==> src/pcsi_cfg.svh <==
// constants for the program counter, return stack and indirect addressing unit
`ifndef PCSI_CFG_SVH
`define PCSI_CFG_SVH
`define PCSI_PC_W 13
`define PCSI_HI_W 5
`define PCSI_JUMP_W 11
`define PCSI_STACK_DEPTH 8
`define PCSI_SP_W 3
`define PCSI_DADDR_W 9
`define PCSI_PC_RESET 13'h0000
`define PCSI_PTR_RESET 8'h00
`define PCSI_READ_ZERO 8'h00
`define PCSI_INDIRECT_PORT_ADDR 9'h000
`define PCSI_PAGE_BIT_HI 4
`define PCSI_PAGE_BIT_LO 3
`endif

==> src/pcsi_pkg.sv <==
// types for the program counter, return stack and indirect addressing unit
package pcsi_pkg;
  // program flow operation of the current instruction cycle
  typedef enum logic [2:0]
  {
    PCSI_OP_NEXT = 3'b000,
    PCSI_OP_JUMP = 3'b001,
    PCSI_OP_CALL = 3'b010,
    PCSI_OP_RET = 3'b011,
    PCSI_OP_RETLIT = 3'b100,
    PCSI_OP_RETINT = 3'b101,
    PCSI_OP_INTVEC = 3'b110,
    PCSI_OP_HOLD = 3'b111
  } pcsi_op_type;

  // flow command from the instruction decoder
  typedef struct packed
  {
    pcsi_op_type op;
    logic [10:0] target;
    logic [12:0] vector;
  } pcsi_flow_type;

  // software write strobes to the addressing registers
  typedef struct packed
  {
    logic low_we;
    logic latch_we;
    logic ptr_we;
    logic bank_we;
    logic [7:0] wdata;
  } pcsi_wr_type;

  // indirect data access request
  typedef struct packed
  {
    logic ind_rd;
    logic ind_wr;
  } pcsi_ind_type;
endpackage

==> src/pcsi_core.sv <==
// program counter, return stack and indirect addressing unit
// Functional notes
// - counter is 13 bits; low byte register is read and written by software
// - upper five counter bits are unreadable, written by software only through the high latch
// - every reset clears the upper counter bits
// - low byte write loads upper counter bits from latch bits 4..0
// - call or jump takes 11 target bits plus latch bits 4 and 3
// - eight-entry 13-bit stack, outside memory space, pointer hidden
// - calls and interrupt vectoring push the counter
// - plain return, literal return and interrupt return pop the counter
// - push and pop leave the high latch unchanged
// - stack wraps circularly; ninth push overwrites first entry
// - no overflow or underflow indication exists
// - counter spans 8K words in four 2K pages
// - returns restore the full 13-bit counter from the stack
// - indirect port has no storage; access goes to pointer target
// - indirect read of the port through itself returns zero
// - indirect write of the port through itself changes nothing
// - indirect address is bank bit joined above the 8-bit pointer
// - bank bit set selects 100h-1FFh, clear selects 00h-FFh
`timescale 1ns/1ps
`default_nettype none
`include "pcsi_cfg.svh"
module pcsi_core
(
  input wire logic clk_sys,
  input wire logic arst_n,
  input wire logic ce,
  input wire pcsi_pkg::pcsi_flow_type flow,
  input wire pcsi_pkg::pcsi_wr_type wr,
  input wire pcsi_pkg::pcsi_ind_type ind,
  input wire logic [7:0] ind_target_rdata,
  output logic [12:0] pc_r,
  output logic [7:0] pc_low_byte_register_r,
  output logic [7:0] pc_high_latch_r,
  output logic [7:0] file_select_pointer_r,
  output logic indirect_bank_select_r,
  output logic [8:0] ind_addr_r,
  output logic ind_rd_en_r,
  output logic ind_wr_en_r,
  output logic [7:0] ind_rdata_r
);
  import pcsi_pkg::*;

  // joins bank bit above the pointer into a data address
  function automatic logic [8:0] join_addr(input logic bank, input logic [7:0] ptr);
    join_addr = {bank, ptr};
  endfunction

  logic [12:0] pc_nxt;
  logic [12:0] pc_inc;
  logic [12:0] pc_lowwr;
  logic [12:0] pc_jump;
  logic [12:0] stack_top;
  logic push;
  logic pop;
  logic [8:0] eff_addr;
  logic self_ref;
  logic [7:0] latch_nxt;
  logic op_call;
  logic op_intvec;
  logic op_ret_any;
  logic [12:0] push_val;

  // sequential, low-byte write and jump forms of the next counter
  assign pc_inc = pc_r + 13'h0001;
  assign pc_lowwr = {pc_high_latch_r[4:0], wr.wdata};
  assign pc_jump = {pc_high_latch_r[`PCSI_PAGE_BIT_HI:`PCSI_PAGE_BIT_LO],
                    flow.target};

  // operation decode; a low byte write overrides the flow operation, stack included
  assign op_call = !wr.low_we && (flow.op == PCSI_OP_CALL);
  assign op_intvec = !wr.low_we && (flow.op == PCSI_OP_INTVEC);
  assign op_ret_any = !wr.low_we
                      && ((flow.op == PCSI_OP_RET) || (flow.op == PCSI_OP_RETLIT)
                      || (flow.op == PCSI_OP_RETINT));

  // stack actions
  assign push = op_call || op_intvec;
  assign pop = op_ret_any;

  // call saves the following address, interrupt entry the interrupted one
  assign push_val = op_intvec ? pc_r : pc_inc;

  // latch only changes on a software write, never on push or pop
  assign latch_nxt = wr.latch_we ? wr.wdata : pc_high_latch_r;

  // indirect addressing decode
  assign eff_addr = join_addr(indirect_bank_select_r, file_select_pointer_r);
  assign self_ref = (eff_addr == `PCSI_INDIRECT_PORT_ADDR)
                    || (file_select_pointer_r == `PCSI_PTR_RESET);

  // next counter selection; low byte write has priority over sequencing
  always_comb
  begin
    pc_nxt = pc_r;
    if (wr.low_we)
      pc_nxt = pc_lowwr;
    else
    begin
      case (flow.op)
        PCSI_OP_NEXT: pc_nxt = pc_inc;
        PCSI_OP_JUMP: pc_nxt = pc_jump;
        PCSI_OP_CALL: pc_nxt = pc_jump;
        PCSI_OP_RET: pc_nxt = stack_top;
        PCSI_OP_RETLIT: pc_nxt = stack_top;
        PCSI_OP_RETINT: pc_nxt = stack_top;
        PCSI_OP_INTVEC: pc_nxt = flow.vector;
        PCSI_OP_HOLD: pc_nxt = pc_r;
        default: pc_nxt = pc_r;
      endcase
    end
  end

  // return stack; calls push the address of the next instruction, interrupt entry the interrupted one
  pcsi_stack u_stack
  (
    .clk_sys(clk_sys),
    .arst_n(arst_n),
    .ce(ce),
    .push(push),
    .pop(pop),
    .push_data(push_val),
    .top_data(stack_top)
  );

  // program counter; reset clears all bits including the upper ones
  always_ff @(posedge clk_sys or negedge arst_n)
  begin
    if (!arst_n)
      pc_r <= `PCSI_PC_RESET;
    else if (ce)
      pc_r <= pc_nxt;
  end

  // software visible low byte mirrors the counter low byte
  always_ff @(posedge clk_sys or negedge arst_n)
  begin
    if (!arst_n)
      pc_low_byte_register_r <= 8'h00;
    else if (ce)
      pc_low_byte_register_r <= pc_nxt[7:0];
  end

  // high latch register
  always_ff @(posedge clk_sys or negedge arst_n)
  begin
    if (!arst_n)
      pc_high_latch_r <= 8'h00;
    else if (ce)
      pc_high_latch_r <= latch_nxt;
  end

  // pointer and bank select
  always_ff @(posedge clk_sys or negedge arst_n)
  begin
    if (!arst_n)
    begin
      file_select_pointer_r <= `PCSI_PTR_RESET;
      indirect_bank_select_r <= 1'b0;
    end
    else if (ce)
    begin
      if (wr.ptr_we)
        file_select_pointer_r <= wr.wdata;
      if (wr.bank_we)
        indirect_bank_select_r <= wr.wdata[0];
    end
  end

  // indirect access outputs; self reference reads zero and writes nothing
  always_ff @(posedge clk_sys or negedge arst_n)
  begin
    if (!arst_n)
    begin
      ind_addr_r <= 9'h000;
      ind_rd_en_r <= 1'b0;
      ind_wr_en_r <= 1'b0;
      ind_rdata_r <= 8'h00;
    end
    else if (ce)
    begin
      ind_addr_r <= eff_addr;
      ind_rd_en_r <= ind.ind_rd && !self_ref;
      ind_wr_en_r <= ind.ind_wr && !self_ref;
      ind_rdata_r <= self_ref ? `PCSI_READ_ZERO : ind_target_rdata;
    end
  end

  // reset leaves the upper counter bits clear
  a_reset_clears_pc: assert property (@(posedge clk_sys)
    $rose(arst_n) |-> pc_r[12:8] == 5'h00)
    else $error("upper counter bits not cleared by reset");
  // low byte write pulls the upper bits from the latch
  a_low_write_load: assert property (@(posedge clk_sys) disable iff (!arst_n)
    ce && wr.low_we |=> pc_r == {$past(pc_high_latch_r[4:0]), $past(wr.wdata)})
    else $error("low byte write did not load counter");
  // software view of the low byte never drifts from the counter
  a_low_mirror: assert property (@(posedge clk_sys) disable iff (!arst_n)
    pc_low_byte_register_r == pc_r[7:0])
    else $error("low byte register differs from counter");

  // jump keeps the page bits of the latch
  a_jump_page_bits: assert property (@(posedge clk_sys) disable iff (!arst_n)
    ce && !wr.low_we && flow.op == PCSI_OP_JUMP
    |=> pc_r == {$past(pc_high_latch_r[4:3]), $past(flow.target)})
    else $error("jump target formed wrongly");
  // call uses the same target form as a jump
  a_call_target: assert property (@(posedge clk_sys) disable iff (!arst_n)
    ce && !wr.low_we && flow.op == PCSI_OP_CALL
    |=> pc_r == {$past(pc_high_latch_r[4:3]), $past(flow.target)})
    else $error("call target formed wrongly");

  // return right after a call lands on the call site plus one
  a_call_return_pair: assert property (@(posedge clk_sys) disable iff (!arst_n)
    ce && !wr.low_we && flow.op == PCSI_OP_CALL && !wr.latch_we
    ##1 ce && !wr.low_we && flow.op == PCSI_OP_RET
    |=> pc_r == $past(pc_r, 2) + 13'h0001)
    else $error("return did not restore call site");
  // interrupt return right after vectoring resumes the interrupted address
  a_int_return: assert property (@(posedge clk_sys) disable iff (!arst_n)
    ce && !wr.low_we && flow.op == PCSI_OP_INTVEC
    ##1 ce && !wr.low_we && flow.op == PCSI_OP_RETINT
    |=> pc_r == $past(pc_r, 2))
    else $error("interrupt return did not restore counter");
  // vectoring loads the supplied vector address
  a_vector_load: assert property (@(posedge clk_sys) disable iff (!arst_n)
    ce && !wr.low_we && flow.op == PCSI_OP_INTVEC |=> pc_r == $past(flow.vector))
    else $error("interrupt vector not loaded");
  // a pushed address is on top of the stack one cycle later
  a_push_top: assert property (@(posedge clk_sys) disable iff (!arst_n)
    ce && push |=> stack_top == $past(push_val))
    else $error("pushed address not on top of stack");
  // stack traffic never disturbs the latch
  a_latch_kept_stack: assert property (@(posedge clk_sys) disable iff (!arst_n)
    ce && (push || pop) && !wr.latch_we |=> $stable(pc_high_latch_r))
    else $error("stack action changed the high latch");

  // plain sequencing adds one across the full width
  a_seq_increment: assert property (@(posedge clk_sys) disable iff (!arst_n)
    ce && !wr.low_we && flow.op == PCSI_OP_NEXT |=> pc_r == $past(pc_r) + 13'h0001)
    else $error("sequential flow did not increment");
  // clock enable low freezes counter and latch
  a_freeze_ce: assert property (@(posedge clk_sys) disable iff (!arst_n)
    !ce |=> $stable(pc_r) && $stable(pc_high_latch_r))
    else $error("state changed with clock enable low");

  // ordinary indirect read passes the target data through
  a_rd_forward: assert property (@(posedge clk_sys) disable iff (!arst_n)
    ce && ind.ind_rd && file_select_pointer_r != 8'h00
    |=> ind_rd_en_r && ind_rdata_r == $past(ind_target_rdata))
    else $error("indirect read not forwarded");
  // self reference reads zero
  a_self_read_zero: assert property (@(posedge clk_sys) disable iff (!arst_n)
    ce && file_select_pointer_r == 8'h00 && ind.ind_rd |=> ind_rdata_r == 8'h00)
    else $error("self-indirect read not zero");
  // self reference writes nothing
  a_self_write_none: assert property (@(posedge clk_sys) disable iff (!arst_n)
    ce && file_select_pointer_r == 8'h00 |=> !ind_wr_en_r)
    else $error("self-indirect write reached a register");
  // address is the bank bit above the pointer
  a_addr_join: assert property (@(posedge clk_sys) disable iff (!arst_n)
    ce |=> ind_addr_r == {$past(indirect_bank_select_r), $past(file_select_pointer_r)})
    else $error("indirect address not joined correctly");

  // main scenarios
  c_call_ret: cover property (@(posedge clk_sys) disable iff (!arst_n)
    ce && flow.op == PCSI_OP_CALL ##[1:20] ce && flow.op == PCSI_OP_RET);
  c_int_return: cover property (@(posedge clk_sys) disable iff (!arst_n)
    ce && flow.op == PCSI_OP_INTVEC ##[1:20] ce && flow.op == PCSI_OP_RETINT);
  c_low_write: cover property (@(posedge clk_sys) disable iff (!arst_n)
    ce && wr.low_we);
  c_self_read: cover property (@(posedge clk_sys) disable iff (!arst_n)
    ce && ind.ind_rd && self_ref);
  c_stack_wrap: cover property (@(posedge clk_sys) disable iff (!arst_n)
    (ce && flow.op == PCSI_OP_CALL) [*8]);
endmodule
`default_nettype wire

==> src/pcsi_stack.sv <==
// eight-entry circular return-address stack
`timescale 1ns/1ps
`default_nettype none
`include "pcsi_cfg.svh"
module pcsi_stack
(
  input wire logic clk_sys,
  input wire logic arst_n,
  input wire logic ce,
  input wire logic push,
  input wire logic pop,
  input wire logic [12:0] push_data,
  output logic [12:0] top_data
);
  import pcsi_pkg::*;
  logic [12:0] mem [0:7];
  logic [2:0] sp_r;
  logic [2:0] sp_nxt;
  logic [2:0] rd_idx;

  // pointer wraps freely, no overflow or underflow status exists
  assign sp_nxt = push ? sp_r + 3'h1 : (pop ? sp_r - 3'h1 : sp_r);
  assign rd_idx = sp_r - 3'h1;
  assign top_data = mem[rd_idx];

  // pointer register, not visible to software
  always_ff @(posedge clk_sys or negedge arst_n)
  begin
    if (!arst_n)
      sp_r <= 3'h0;
    else if (ce)
      sp_r <= sp_nxt;
  end

  // entry storage, ninth push overwrites the first
  always_ff @(posedge clk_sys)
  begin
    if (ce && push)
      mem[sp_r] <= push_data;
  end

  // pointer wraps silently in both directions
  a_ptr_wrap: assert property (@(posedge clk_sys) disable iff (!arst_n)
    ce && push && sp_r == 3'h7 |=> sp_r == 3'h0)
    else $error("stack pointer did not wrap on push");
  a_ptr_under: assert property (@(posedge clk_sys) disable iff (!arst_n)
    ce && pop && !push && sp_r == 3'h0 |=> sp_r == 3'h7)
    else $error("stack pointer did not wrap on pop");
endmodule
`default_nettype wire

==> config.mk <==
export PLATFORM = sky130hd
export DESIGN_NAME = pcsi_core
export DESIGN_NICKNAME = d
export VERILOG_FILES = /design/src/pcsi_pkg.sv /design/src/pcsi_core.sv /design/src/pcsi_stack.sv
export VERILOG_INCLUDE_DIRS = /design/src
export SDC_FILE = /design/constraint.sdc
export NUM_CORES = 1
export LEC_CHECK = 0
export BUFFER_PORTS_ARGS = -buffer_cell sky130_fd_sc_hd__buf_2
export CAP_MARGIN = 20
export CORE_MARGIN = 5
export CORE_UTILIZATION = 45
export CTS_BUF_LIST = sky130_fd_sc_hd__clkbuf_4 sky130_fd_sc_hd__clkbuf_8 sky130_fd_sc_hd__clkbuf_16
export CTS_CLUSTER_SIZE = 16
export DETAILED_ROUTE_END_ITERATION = 8
export PLACE_DENSITY_LB_ADDON = 0.2
export SYNTH_ARGS = -nofsm -noshare
export SYNTH_HDL_FRONTEND = slang
export SYNTH_SLANG_ARGS = --single-unit
==> constraint.sdc <==
create_clock -name clk_sys -period 2.75 [get_ports clk_sys]
set_input_delay 0.275 -clock clk_sys [delete_from_list [all_inputs] [get_ports clk_sys]]
set_output_delay 0.275 -clock clk_sys [all_outputs]
set_load 0.01 [all_outputs]
==> results.yml <==
job:
  cap_violations: 0
logic_synthesis:
  synthSimpleGateAreaFrac_pct: 9.15
  synth_compound_area_share_pct: 8.09
  synthAdderAreaFrac_pct: 0.521
  synth_nets: 581
  synth_cells: 526
  synth_edf_count: 104
  avgSynthCellArea_sq_um: 13.7
  synthFlopType: "edfxtp_1"
  ys_ff_latch: 156
  synth.distinct_cells: 54
  synth_xor_area_share_pct: 3.28
  ys_seq_area_share_pct: 61.4
  synth.area.mux_share_pct: 13.7
  synthArstFlopShare_pct: 33.3
  synthesis.area_sq_um: 7210
  synth_top_family_by_area: "multiplexers"
  ys_warn_count: 0
power_and_ir_drop:
  cellPowerDensity_nw_per_um2: 904
  finalPower_mw: 7.79
  peakVddDrop_uv: 456
  leakage_nw: 3.32
critical_path:
  start_kind: "register"
  setup.worst_path.class: "reg2reg"
  critPathArrivalTime_ns: 2.70
  required_ns: 3.05
  worstSetupEndpointType: "register"
  cp_max_fo: 12
finish:
  fin_nets: 696
  most-common-layout-cells: "buf_2 (108), edfxtp_1 (104), nand2_1 (66)"
  syn2layout_area_growth_pct: 19.6
  layout-drive-gt1-share_pct: 33.8
  seq_area_sq_um: 4420
  fillCellCount: 1304
  final_common_cell: "buf_2"
  final_util_pct: 54.5
  multi_input_area_sq_um: 2510
  antennaDiodeCount: 0
  fin_cells: 870
drt:
  drtPass1Iterations: 5
  ant_nets: 0
  dr_total_vias: 4843
  vias_per_cell: 5.57
  first_iter_violations: 312
  wire_per_inst_um: 21.0
  route.detailed.drc: 0
  wl_mm: 18.2
clock_network:
  cts_setup_buffers: 0
  cts_tree: "done"
  clock_latency_ns: 0.42
  ctsLongestPathBuffers: 2
  clkTransAtPathRegs_ns: 0.06
  clock_sinks: 156
  cts_buffers: 17
  cts_root_buf: "clkbuf_16"
  h-tree-depth: 4
floorplan:
  die_x_um: 137
  ios: 109
  rows: 46
  start_util_pct: 45.5
  die_area_sq_um: 18700
  die_h_um: 137
  core_sq_um: 15800
timing:
  min_period_over_period_pct: 87.2
  setup_tns_ns: 0
  fmax_mhz: 417
  period_minus_slack_ns: 2.40
  setup_viol: 0
  slew_viol_final: 0
  finalHoldViolCount: 0
  worst_slew_pin_slew_ns: 0.752
  fin_hold_ws_ns: 0.0590
  rsz0062_at_grt: "false"
  relSlewSlack_pct: 49.5
  finalClockSkew_ns: 0.0123
global_route:
  grt_overflow: 0
  grt_pass1_vias: 4853
  grt_pass1_wl_mm: 27.7
  grt_use_total_pct: 20.1
  grt_max_degree: 34
  antenna_found_initial: 0
hold_path:
  hold_path_class: "in2reg"
place:
  place_hpwl_mm: 12.8
  dp_cells: 837
  place_congestion: 0.877
  port_buffers: 108
run_status:
  status: "finished, final reports clean"
-- critical path: stages, from the launching register on --
cell	delay, ns
dfrtp_1	0.49
inv_1	0.11
ha_2	0.53
buf_4	0.23
mux4_2	0.30
nand2_1	0.08
a21oi_1	0.08
a2111oi_2	0.34
a21oi_1	0.10
-- worst paths after layout --
path	start	endpoint	slack, ns	cells past startpoint
min reg2reg	ind_addr_r[1]$_DFFE_PN0P_	ind_addr_r[1]$_DFFE_PN0P_	0.50	1
min	ind_target_rdata[1]	ind_rdata_r[1]$_DFFE_PN0P_	0.06	3
min in group asynchronous	arst_n	file_select_pointer_r[5]$_DFFE_PN0P_	0.33	2
max reg2reg	u_stack.sp_r[1]$_DFFE_PN0P_	pc_r[9]$_DFFE_PN0P_	0.35	8
max in group asynchronous	arst_n	pc_r[4]$_DFFE_PN0P_	1.58	3
max	u_stack.sp_r[1]$_DFFE_PN0P_	pc_r[9]$_DFFE_PN0P_	0.35	8
-- state kept, by name (all words and copies together) (netlist names) --
signal / flops
file_select_pointer_r: 8
ind_addr_r: 9
ind_rd_en_r: 1
ind_rdata_r: 8
ind_wr_en_r: 1
indirect_bank_select_r: 1
pc_high_latch_r: 8
pc_r: 13
u_stack.mem: 104
u_stack.sp_r: 3
-- kinds of logic (layout without fill, tap and decap cells) --
family | count (synthesis) | count (layout)
flip-flops | 156 | 156
AND/OR/NAND/NOR | 137 | 137
AO/OA/AOI/OAI | 87 | 87
multiplexers | 61 | 61
buffers and inverters | 55 | 183
XOR/XNOR | 27 | 27
adder cells (fa/ha/maj) | 3 | 3
-- power breakdown --
group	internal, mW	switching [mW]	leakage (nW)
sequential	2.80	0.217	1.54
combinational	1.08	1.32	1.50
clock	1.44	0.931	0.284
-- layout make-up --
cell class                      count  share of cell area, %
Sequential cell                   156                   51.3
Clock buffer                       18                   5.02
Timing Repair Buffer              136                   8.74
Multi-Input combinational cell    315                   29.2
Clock inverter                     14                   1.96
Inverter                           15                  0.653
Tap cell                          216                   3.14
-- routing by layer --
layer	routed length, um	vias to the layer above	part of all wire (%)	GRT usage, %
met2	8980	187	49	33.5
met1	7730	2418	42	26.1
met5	0	-	0	0
li1	-	2208	-	-
met3	1060	30	5.8	3.68
met4	477	0	2.6	8.06
-- what timing repair did --
item / CTS / global route
hold buffers: 1 / 0
gates resized for setup: 0 / 1
setup endpoints to repair: 0 / 1
hold endpoints to repair: 19 / 0
-- stage by stage --
stage | instance area [sq um] | worst slack (ns)
detailed placement | 8010 | 0.210
CTS | 8620 | 0.207
global route | 8620 | 0.118
global placement | 8010 | 0.303
finish | 8620 | 0.353
floorplan | 7210 | 0.186
-- cell usage after synthesis, types with 3 or more instances --
cell,count,area (sq um)
nand3_1,9,45.0
xor2_1,10,87.6
nor4_1,4,25.0
mux4_2,15,338
nand2_1,66,248
buf_4,11,82.6
edfxtp_1,104,3120
a2111oi_0,5,43.8
nor2_1,15,56.3
clkbuf_1,16,60.1
buf_2,9,45.0
o22ai_1,3,18.8
o21ai_0,25,125
nand4_1,4,25.0
xnor2_1,17,149
a22o_1,3,26.3
or3_1,7,43.8
nor3_1,8,40.0
inv_1,15,56.3
mux4_1,9,236
a221oi_1,5,43.8
nor2b_1,11,68.8
mux2i_1,5,50.1
mux2_2,32,360
ha_1,3,37.5
a31oi_1,6,37.5
o22a_1,6,52.6
a21oi_1,20,100
dfrtp_1,52,1300
Note: power is estimated with default switching activity, not from simulation.
